===== src/hw/isqe_pkg.sv =====
// Shared constants and types of the I2C sequence engine.
// Assumes a 50 MHz system clock and an 8-bit parallel host bus.
`default_nettype none
package isqe_pkg;
  // Bus widths.
  localparam int AW = 8;
  localparam int DW = 8;
  // Clock and serial rates.
  localparam int CLK_HZ = 50_000_000;
  localparam int CLK_NS = 20;
  localparam int SCL_HZ = 1_000_000;
  // Quarter of one serial bit, in system cycles.
  localparam logic [3:0] QTR_CYC = 4'(CLK_HZ / (4 * SCL_HZ));
  // Oscillator and PLL settling time after a global reset.
  localparam int INIT_NS = 1000;
  localparam logic [7:0] INIT_CYC = 8'((INIT_NS + CLK_NS - 1) / CLK_NS);
  // Register offsets.
  localparam logic [7:0] A_SLA = 8'h00;
  localparam logic [7:0] A_LEN = 8'h08;
  localparam logic [7:0] A_TST = 8'h10;
  localparam logic [7:0] A_BUF = 8'h40;
  localparam logic [7:0] A_CHST = 8'hc0;
  localparam logic [7:0] A_CTRL = 8'hc1;
  localparam logic [7:0] A_CST = 8'hf0;
  localparam logic [7:0] A_CIM = 8'hf1;
  localparam logic [7:0] A_ID = 8'hf6;
  localparam logic [7:0] A_SRST = 8'hf7;
  localparam logic [7:0] A_RDY = 8'hff;
  // Table sizes.
  localparam int NT = 4;
  localparam int NB = 16;
  // Soft reset keys and ready codes.
  localparam logic [7:0] KEY1 = 8'ha5;
  localparam logic [7:0] KEY2 = 8'h5a;
  localparam logic [7:0] RDY_INIT = 8'hff;
  localparam logic [7:0] RDY_RUN = 8'h00;
  // Identification; the code value is arbitrary.
  localparam logic ID_FAMILY = 1'b1;
  localparam logic [6:0] ID_CODE = 7'h12;
  // Control register fields.
  localparam int C_STA = 0;
  localparam int C_SDM = 1;
  localparam int C_WEM = 2;
  localparam int C_REM = 3;
  localparam int C_LAST = 4;
  // Channel status fields.
  localparam int ST_SD = 0;
  localparam int ST_WE = 1;
  localparam int ST_RE = 2;
  // Reset values.
  localparam logic [7:0] REG_RST = 8'h00;
  localparam logic [20:0] SYNC_RST = 21'h1f0000;
  // Engine states.
  typedef enum logic [1:0] {
    SQ_IDLE, SQ_START, SQ_BYTE, SQ_STOP
  } isqe_state_type;
endpackage
`default_nettype wire


===== src/hw/isqe_engine.sv =====
// Sequence engine with host registers and one bidirectional I2C channel.
// Assumes the host strobes stay low at least three sys_clk cycles and
// the I2C pins are resolved as open drain by the surrounding pads.
`default_nettype none
`timescale 1ns/100ps
module isqe_engine (
  input wire logic sys_clk,
  input wire logic rst_b,
  input wire logic ce_b,
  input wire logic rd_b,
  input wire logic wr_b,
  input wire logic [isqe_pkg::AW-1:0] addr,
  input wire logic [isqe_pkg::DW-1:0] data_i,
  output logic [isqe_pkg::DW-1:0] data_o,
  output logic data_oe,
  output logic int_b,
  input wire logic scl_i,
  output logic scl_o,
  output logic scl_oe,
  input wire logic sda_i,
  output logic sda_o,
  output logic sda_oe
);
  import isqe_pkg::*;

  logic [1:0] rst_pipe; // Reset release chain.
  logic rst_core_b; // Reset used by all other logic.
  logic soft_go; // One-cycle global soft reset.
  logic [20:0] sy1, sy2; // Pin synchronisers.
  logic s_ce, s_rd, s_wr, s_scl, s_sda;
  logic [7:0] s_addr, s_dat;
  logic rd_prev, wr_prev, rd_act, rd_ev, wr_ev;
  logic [7:0] init_cnt; // Settle counter.
  logic init_busy; // High while initializing.
  logic armed; // First key seen.
  logic [7:0] ctrl, cim; // Control and interrupt mask.
  logic [7:0] sla [NT]; // Slave address table.
  logic [7:0] len [NT]; // Transaction lengths.
  logic [1:0] tst [NT]; // Per-transaction status.
  logic [7:0] dbuf [NB]; // Data buffer.
  logic [2:0] chst; // Channel status.
  logic pend; // Channel interrupt pending.
  logic pin_lo; // Level driven when a pin is enabled.
  isqe_state_type state;
  logic [1:0] phase, idx;
  logic [3:0] qcnt, bitn, ptr;
  logic [7:0] sh, bcnt, next_rdata;
  logic is_addr, ack_n, aborted, tick, rnw;
  logic rx_byte, byte_end, nack_err, cont_err, abort, tr_end;
  logic last_byte, seq_end, sta_go, pend_set;

  // Release reset through two flops; a soft reset pulls the chain low.
  always_ff @(posedge sys_clk or negedge rst_b) begin
    if (!rst_b) begin
      rst_pipe <= 2'h0;
    end else if (soft_go) begin
      rst_pipe <= 2'h0;
    end else begin
      rst_pipe <= {rst_pipe[0], 1'b1};
    end
  end
  assign rst_core_b = rst_pipe[1];

  // All pins cross into sys_clk through two flops before use.
  always_ff @(posedge sys_clk or negedge rst_core_b) begin
    if (!rst_core_b) begin
      sy1 <= SYNC_RST;
      sy2 <= SYNC_RST;
    end else begin
      sy1 <= {ce_b, rd_b, wr_b, scl_i, sda_i, addr, data_i};
      sy2 <= sy1;
    end
  end
  assign {s_ce, s_rd, s_wr, s_scl, s_sda, s_addr, s_dat} = sy2;

  // Strobe history; an access is taken on the falling strobe.
  always_ff @(posedge sys_clk or negedge rst_core_b) begin
    if (!rst_core_b) begin
      rd_prev <= 1'b1;
      wr_prev <= 1'b1;
    end else begin
      rd_prev <= s_rd | s_ce;
      wr_prev <= s_wr | s_ce;
    end
  end
  assign rd_act = !s_rd && !s_ce;
  assign rd_ev = rd_act && rd_prev;
  assign wr_ev = !s_wr && !s_ce && wr_prev;

  // Settle timer stands for the oscillator and PLL start-up.
  // Only the global resets restart it; there is no other reset here.
  always_ff @(posedge sys_clk or negedge rst_core_b) begin
    if (!rst_core_b) begin
      init_cnt <= 8'h00;
      init_busy <= 1'b1;
    end else if (init_busy) begin
      init_cnt <= init_cnt + 8'h01;
      if (init_cnt == INIT_CYC - 8'h01) begin
        init_busy <= 1'b0;
      end
    end
  end

  // Key pair detector; any other access in between disarms it.
  always_ff @(posedge sys_clk or negedge rst_core_b) begin
    if (!rst_core_b) begin
      armed <= 1'b0;
      soft_go <= 1'b0;
    end else begin
      soft_go <= armed && wr_ev && s_addr == A_SRST
        && s_dat == KEY2;
      if (wr_ev || rd_ev) begin
        armed <= wr_ev && s_addr == A_SRST && s_dat == KEY1;
      end
    end
  end

  // Control and mask registers; the start bit drops at sequence end.
  // A host write in that same cycle wins, so a restart is not lost.
  always_ff @(posedge sys_clk or negedge rst_core_b) begin
    if (!rst_core_b) begin
      ctrl <= REG_RST;
      cim <= REG_RST;
    end else begin
      if (wr_ev && s_addr == A_CTRL) begin
        ctrl <= s_dat;
      end else if (seq_end) begin
        ctrl[C_STA] <= 1'b0;
      end
      if (wr_ev && s_addr == A_CIM) begin
        cim <= s_dat;
      end
    end
  end

  // Tables per transaction; status is rebuilt on every start.
  for (genvar gi = 0; gi < NT; gi++) begin : g_tr
    always_ff @(posedge sys_clk or negedge rst_core_b) begin
      if (!rst_core_b) begin
        sla[gi] <= REG_RST;
        len[gi] <= REG_RST;
        tst[gi] <= 2'h0;
      end else begin
        if (wr_ev && s_addr == A_SLA + 8'(gi)) begin
          sla[gi] <= s_dat;
        end
        if (wr_ev && s_addr == A_LEN + 8'(gi)) begin
          len[gi] <= s_dat;
        end
        if (sta_go) begin
          tst[gi] <= 2'h0;
        end else if (byte_end && idx == 2'(gi)) begin
          if (nack_err) begin
            tst[gi][0] <= 1'b1;
          end
          if (tr_end) begin
            tst[gi][1] <= 1'b1;
          end
        end
      end
    end
  end

  // Buffer bytes; a received byte lands at the end of its acknowledge bit.
  for (genvar gb = 0; gb < NB; gb++) begin : g_buf
    always_ff @(posedge sys_clk or negedge rst_core_b) begin
      if (!rst_core_b) begin
        dbuf[gb] <= REG_RST;
      end else if (byte_end && rx_byte && ptr == 4'(gb)) begin
        dbuf[gb] <= sh;
      end else if (wr_ev && s_addr == A_BUF + 8'(gb)) begin
        dbuf[gb] <= s_dat;
      end
    end
  end

  // Engine decode terms.
  assign rnw = sla[idx][7];
  assign rx_byte = !is_addr && rnw;
  assign byte_end = tick && state == SQ_BYTE && phase == 2'h3
    && bitn == 4'h8;
  assign cont_err = ctrl[C_WEM] && ctrl[C_REM];
  assign nack_err = byte_end && !rx_byte && ack_n;
  assign abort = nack_err && !cont_err;
  assign last_byte = (bcnt + 8'h01) == len[idx];
  // Sizes are never checked; a zero length ends after the address.
  assign tr_end = byte_end && (nack_err ? cont_err
    : (is_addr ? len[idx] == 8'h00 : last_byte));
  assign seq_end = tick && state == SQ_STOP && phase == 2'h3;
  assign sta_go = state == SQ_IDLE && ctrl[C_STA] && !init_busy;
  assign pend_set = seq_end && (aborted || !ctrl[C_SDM]);

  // Quarter-bit divider; it rests while idle.
  always_ff @(posedge sys_clk or negedge rst_core_b) begin
    if (!rst_core_b) begin
      qcnt <= 4'h0;
    end else if (state == SQ_IDLE || tick) begin
      qcnt <= 4'h0;
    end else begin
      qcnt <= qcnt + 4'h1;
    end
  end
  assign tick = qcnt == QTR_CYC - 4'h1;

  // Bit engine: each bit has four quarters, low, rise, sample, fall.
  // A slave that holds SCL low stalls the rise quarter.
  always_ff @(posedge sys_clk or negedge rst_core_b) begin
    if (!rst_core_b) begin
      state <= SQ_IDLE;
      phase <= 2'h0;
      idx <= 2'h0;
      bitn <= 4'h0;
      ptr <= 4'h0;
      sh <= 8'h00;
      bcnt <= 8'h00;
      is_addr <= 1'b0;
      ack_n <= 1'b0;
      aborted <= 1'b0;
      scl_oe <= 1'b0;
      sda_oe <= 1'b0;
    end else if (state == SQ_IDLE) begin
      scl_oe <= 1'b0;
      sda_oe <= 1'b0;
      phase <= 2'h0;
      if (sta_go) begin
        state <= SQ_START;
        idx <= 2'h0;
        ptr <= 4'h0;
        aborted <= 1'b0;
      end
    end else if (tick) begin
      if (!(phase == 2'h1 && !s_scl)) begin
        phase <= phase + 2'h1;
      end
      case (state)
        SQ_START: begin
          // Same steps serve START and repeated START.
          case (phase)
            2'h0: sda_oe <= 1'b0;
            2'h1: scl_oe <= 1'b0;
            2'h2: sda_oe <= 1'b1;
            default: begin
              scl_oe <= 1'b1;
              state <= SQ_BYTE;
              bitn <= 4'h0;
              is_addr <= 1'b1;
              sh <= {sla[idx][6:0], sla[idx][7]};
            end
          endcase
        end
        SQ_BYTE: begin
          case (phase)
            2'h0: begin
              // Master acks each read byte but the last.
              if (bitn == 4'h8) begin
                sda_oe <= rx_byte && !last_byte;
              end else begin
                sda_oe <= !rx_byte && !sh[7];
              end
            end
            2'h1: scl_oe <= 1'b0;
            2'h2: begin
              if (bitn == 4'h8) begin
                ack_n <= s_sda;
              end else begin
                sh <= {sh[6:0], s_sda};
              end
            end
            default: begin
              scl_oe <= 1'b1;
              bitn <= bitn + 4'h1;
              if (bitn == 4'h8) begin
                bitn <= 4'h0;
                if (rx_byte) begin
                  ptr <= ptr + 4'h1;
                end
                if (abort) begin
                  state <= SQ_STOP;
                  aborted <= 1'b1;
                end else if (tr_end) begin
                  // Transactions run in table order.
                  if (idx == ctrl[C_LAST+1:C_LAST]) begin
                    state <= SQ_STOP;
                  end else begin
                    idx <= idx + 2'h1;
                    state <= SQ_START;
                  end
                end else begin
                  is_addr <= 1'b0;
                  bcnt <= is_addr ? 8'h00 : bcnt + 8'h01;
                  if (!rnw) begin
                    sh <= dbuf[ptr];
                    ptr <= ptr + 4'h1;
                  end
                end
              end
            end
          endcase
        end
        SQ_STOP: begin
          case (phase)
            2'h0: sda_oe <= 1'b1;
            2'h1: scl_oe <= 1'b0;
            2'h2: sda_oe <= 1'b0;
            default: state <= SQ_IDLE;
          endcase
        end
        default: state <= SQ_IDLE;
      endcase
    end
  end

  // Channel flags; a new start clears them.
  always_ff @(posedge sys_clk or negedge rst_core_b) begin
    if (!rst_core_b) begin
      chst <= 3'h0;
    end else if (sta_go) begin
      chst <= 3'h0;
    end else begin
      if (seq_end && !aborted) begin
        chst[ST_SD] <= 1'b1;
      end
      if (nack_err) begin
        chst[rnw ? ST_RE : ST_WE] <= 1'b1;
      end
    end
  end

  // Pending request; set only at sequence end, so it always comes
  // with a nonzero status, and a set beats the read clear.
  always_ff @(posedge sys_clk or negedge rst_core_b) begin
    if (!rst_core_b) begin
      pend <= 1'b0;
    end else if (pend_set) begin
      pend <= 1'b1;
    end else if (sta_go || (rd_ev && s_addr == A_CHST)) begin
      pend <= 1'b0;
    end
  end

  // Interrupt pin, active low, held high while masked.
  always_ff @(posedge sys_clk or negedge rst_core_b) begin
    if (!rst_core_b) begin
      int_b <= 1'b1;
    end else begin
      int_b <= !(pend && !cim[0]);
    end
  end

  // Read multiplexer; it has no side effects of its own.
  always_comb begin
    next_rdata = 8'h00;
    case (s_addr)
      A_ID: next_rdata = {ID_FAMILY, ID_CODE};
      A_RDY: next_rdata = init_busy ? RDY_INIT : RDY_RUN;
      A_CST: next_rdata = {4'h0, state != SQ_IDLE, 2'h0, pend};
      A_CIM: next_rdata = cim;
      A_CHST: next_rdata = {5'h00, chst};
      A_CTRL: next_rdata = ctrl;
      default: begin
        if (s_addr[7:2] == A_SLA[7:2]) begin
          next_rdata = sla[s_addr[1:0]];
        end else if (s_addr[7:2] == A_LEN[7:2]) begin
          next_rdata = len[s_addr[1:0]];
        end else if (s_addr[7:2] == A_TST[7:2]) begin
          next_rdata = {6'h00, tst[s_addr[1:0]]};
        end else if (s_addr[7:4] == A_BUF[7:4]) begin
          next_rdata = dbuf[s_addr[3:0]];
        end
      end
    endcase
  end

  // Read data tracks state for as long as the strobe is low.
  always_ff @(posedge sys_clk or negedge rst_core_b) begin
    if (!rst_core_b) begin
      data_o <= 8'h00;
      data_oe <= 1'b0;
      pin_lo <= 1'b0;
    end else begin
      data_oe <= rd_act;
      pin_lo <= 1'b0;
      if (rd_act) begin
        data_o <= next_rdata;
      end
    end
  end
  assign scl_o = pin_lo;
  assign sda_o = pin_lo;
endmodule
`default_nettype wire


===== config.mk =====
export PLATFORM = sky130hd
export DESIGN_NAME = isqe_engine
export DESIGN_NICKNAME = d
export VERILOG_FILES = /design/src/hw/isqe_pkg.sv /design/src/hw/isqe_engine.sv
export SDC_FILE = /design/constraint.sdc
export NUM_CORES = 1
export LEC_CHECK = 0
export BUFFER_PORTS_ARGS = -buffer_cell sky130_fd_sc_hd__buf_4
export CORE_MARGIN = 1.5
export CORE_UTILIZATION = 65
export CTS_CLUSTER_DIAMETER = 60
export DETAILED_ROUTE_END_ITERATION = 7
export PLACE_DENSITY_LB_ADDON = 0.1
export SYNTH_ARGS = -nofsm -noshare
export SYNTH_HDL_FRONTEND = slang
export SYNTH_SLANG_ARGS = --single-unit

===== constraint.sdc =====
create_clock -name sys_clk -period 17 [get_ports sys_clk]
set_clock_uncertainty 0.1 [all_clocks]
set_input_delay 4.25 -clock sys_clk [delete_from_list [all_inputs] [get_ports sys_clk]]
set_output_delay 4.25 -clock sys_clk [all_outputs]
set_load 0.01 [all_outputs]

==> qor.csv <==
stage;metric;value;unit
global_routing;GRT overflow;0;
setup_path;Buf/Inv on CP;1;
finish;Area Overhead vs Synth;9.20;%
detailed_routing;Avg WL per Cell;25.1;um
floorplan;initial core utilization;0.667;
detailed_routing;drt initial violations;1306;
floorplan;Die ar.;28000;um2
setup_path;CP endpoint kind;output port;
setup_path;critical path class;reg2out;
finish;Finished Layout Cells;1868;
finish;combined area of the multi-input logic cells;8810;um2
cts;CTS tree;yes;
pwr;Int Pwr;1.34;mW
finish;commonest non-fill, non-tap cell in the layout;dfrtp_1;
synth;EDFF count, synth;0;
pwr;Comb pwr share;0.074;
global_routing;gr usage total;0.348;
placed_design;Place WS;12.05;ns
finish;most frequent cells in the layout;dfrtp_1, nor2_1, a21oi_1;
synth;Simple-Gate Fraction of Synth Area;0.108;
global_routing;GRT met1 Usage;0.480;
timing;FMAX;182;MHz
timing;final-report hold violation count;0;
setup_path;crit path max fanout;1;
placed_design;gpl congestion;0.901;
setup_path;CP delay by family, top;flip-flops;
placed_design;dpl hpwl;30800;um
synth;largest family of logic cells by synthesized area;multiplexers;
floorplan;core area;26300;um2
pwr;Clk network pwr share;0.461;
detailed_routing;via count;12900;
floorplan;DIE WIDTH;167;um
global_routing;first-pass GRT wire length;74300;um
timing;final setup TNS;0;ns
timing;post-route setup slack;11.50;ns
placed_design;I/O Buffers;34;
global_routing;met3 Track Usage GR;0.0622;
finish;end-of-flow core utilization;0.729;
floorplan;Die Height;167;um
synth;Post-synth ARST share;1.00;
setup_path;Worst EP arrival;1.15;ns
pwr;Pwr Total;1.76;mW
detailed_routing;Total Wirelength;46800;um
pwr;Sequential Power Share;0.465;
setup_path;CP peak stage delay;0.51;ns
timing;worst hold margin;0.189;ns
cts;Root Driver;clkbuf_16;
cts;number of H-tree levels;2;
finish;final instance area;19200;um2
setup_path;r2r startpoint;idx[1];
timing;Max Slew Vio Count;0;
synth;syn avg cell area;11.5;um2
finish;antenna cells;0;
global_routing;vias in the first global route;12900;
finish;Fillers;1814;
floorplan;I/O pin cnt;37;
cts;TritonCTS Buffers;38;
status;outcome;completed;
global_routing;initial antenna violation count;0;
global_routing;gr busiest metal;met2;
finish;FF/Latch Area;8190;um2
placed_design;dpl cell area;17900;um2
pwr;VDD IR-drop max;0.101;mV
timing;Worst-Margin Slew;1.26;ns
synth;Synth cell types;75;
synth;Mapped Cells;1526;
cts;post-CTS resize count;0;
cts;TritonCTS Sinks;326;
synth;xor/xnor share of the synthesized area;0.0114;
global_routing;largest net degree at the start of global routing;79;
pwr;Switch Pwr;421;uW
finish;fin nets;1550;
cts;later-pin clock latency in the skew report;0.54;ns
placed_design;Placed Cells;1799;
setup_path;WP data required;12.65;ns
timing;post-layout min period;5.50;ns
global_routing;routing usage on met2;0.549;
cts;Max clock buf depth;3;
setup_path;CP startpoint kind;flop;
setup_path;CP max stage cell;dfstp_2;
synth;Compound-Gate Fraction of Synth Area;0.0901;
detailed_routing;Via density;6.89;
cts;Hold Buf Count CTS;0;
detailed_routing;Antenna Nets Post-Route;0;
synth;mux share of post-synthesis cell area;0.276;
synth;Main synth FF type;dfrtp_1;
timing;Slew headroom;0.154;
synth;flops & latches, synth;326;
synth;Seq/Total Area, Yosys;0.466;
min_path;Hold Crit Class;reg2async;
setup_path;Critical Path, Cell by Cell;buf_4;
cts;Reg clk slew, reported paths;0.06;ns
synth;Post-Synthesis Cell Area;17500;um2
pwr;Leakage;9.05;nW
setup_path;FF-to-FF setup slack;13.41;ns
floorplan;# rows;59;
finish;share of cells above drive strength 1;0.224;
timing;RSZ-0062 raised after global routing;no;
job;max cap viols;0;
synth;Synth Area in Adders;0.0164;
synth;Yosys Warn Count;0;
pwr;PwrDens;92.0;nW/um2
setup_path;R2R cell count;6;
setup_path;crit path from;int_b;
timing;fin crit share;0.323;
detailed_routing;Post-route DRC;0;
pwr;Sw Ratio;0.239;
setup_path;Worst R2R End;dbuf[18];
cts;postcts setup bufs;0;
detailed_routing;Pre-antenna DRT Iters;7;
timing;final setup vio count;0;
[flip-flops by register name (all words and copies together) (netlist names), 21 cells and up]
signal and count:
len 32, sy1 21, dbuf 128, sla 32
sy2 21
[area by class of cell]
class,count,share of cell area
clock buffers,54,0.0554
clock inverters,15,0.00941
inverters,24,0.00470
multi-input cells,1060,0.460
flip-flops and latches,326,0.427
well taps,335,0.0219
repair buffers,54,0.0212
[synthesized netlist by cell type (5+ instances only)]
| master | n | area [um2] |
|---|---|---|
| mux4_2 | 110 | 2480 |
| and3_1 | 15 | 93.8 |
| buf_2 | 12 | 60.1 |
| nand4_1 | 6 | 37.5 |
| mux2_2 | 85 | 957 |
| buf_1 | 16 | 60.1 |
| nor3_1 | 14 | 70.1 |
| a31oi_1 | 8 | 50.1 |
| nand4b_1 | 5 | 43.8 |
| dfrtp_1 | 312 | 7810 |
| ha_1 | 23 | 288 |
| nand2_1 | 94 | 353 |
| a21oi_1 | 164 | 821 |
| dfstp_2 | 14 | 368 |
| inv_1 | 23 | 86.3 |
| a22o_1 | 8 | 70.1 |
| nand3_1 | 29 | 145 |
| nor2b_1 | 11 | 68.8 |
| nor2_1 | 207 | 777 |
| o21ai_0 | 32 | 160 |
| clkbuf_1 | 85 | 319 |
| mux2i_1 | 135 | 1350 |
| nand2b_1 | 6 | 37.5 |
| xnor2_1 | 11 | 96.3 |
[power groups by stage]
stage          clock [mW]  sequential (mW)  combinational, mW
6_report            0.811            0.820              0.131
4_1_cts             0.819            0.819              0.130
2_1_floorplan           0            0.825             0.0951
3_5_place_dp            0            0.833              0.130
5_1_grt             0.856            0.822              0.140
3_3_place_gp            0            0.831              0.127
[metal layers]
layer	wire, um	vias to the layer above
met5	0	-
met4	2010	0
met3	4110	139
met2	22300	633
met1	18400	6575
li1	-	5531
[cells by family after synthesis]
logic type	Yosys count
adders and majority gates	23
AOI/OAI and AO/OA	263
buffers and inverters	141
other	1
muxes	332
DFF	326
xor gates and xnor gates	18
and+or+nand+nor	422
[worst max path at each step]
stage,depth (start not counted),slack (ns),end
4_1_cts,1,11.49,int_b
6_report,1,11.50,int_b
3_5_place_dp,1,12.05,int_b
2_1_floorplan,0,7.17,aborted
3_3_place_gp,1,12.05,int_b
5_1_grt,1,11.49,int_b
No activity file was read; power rests on OpenSTA's default activity.
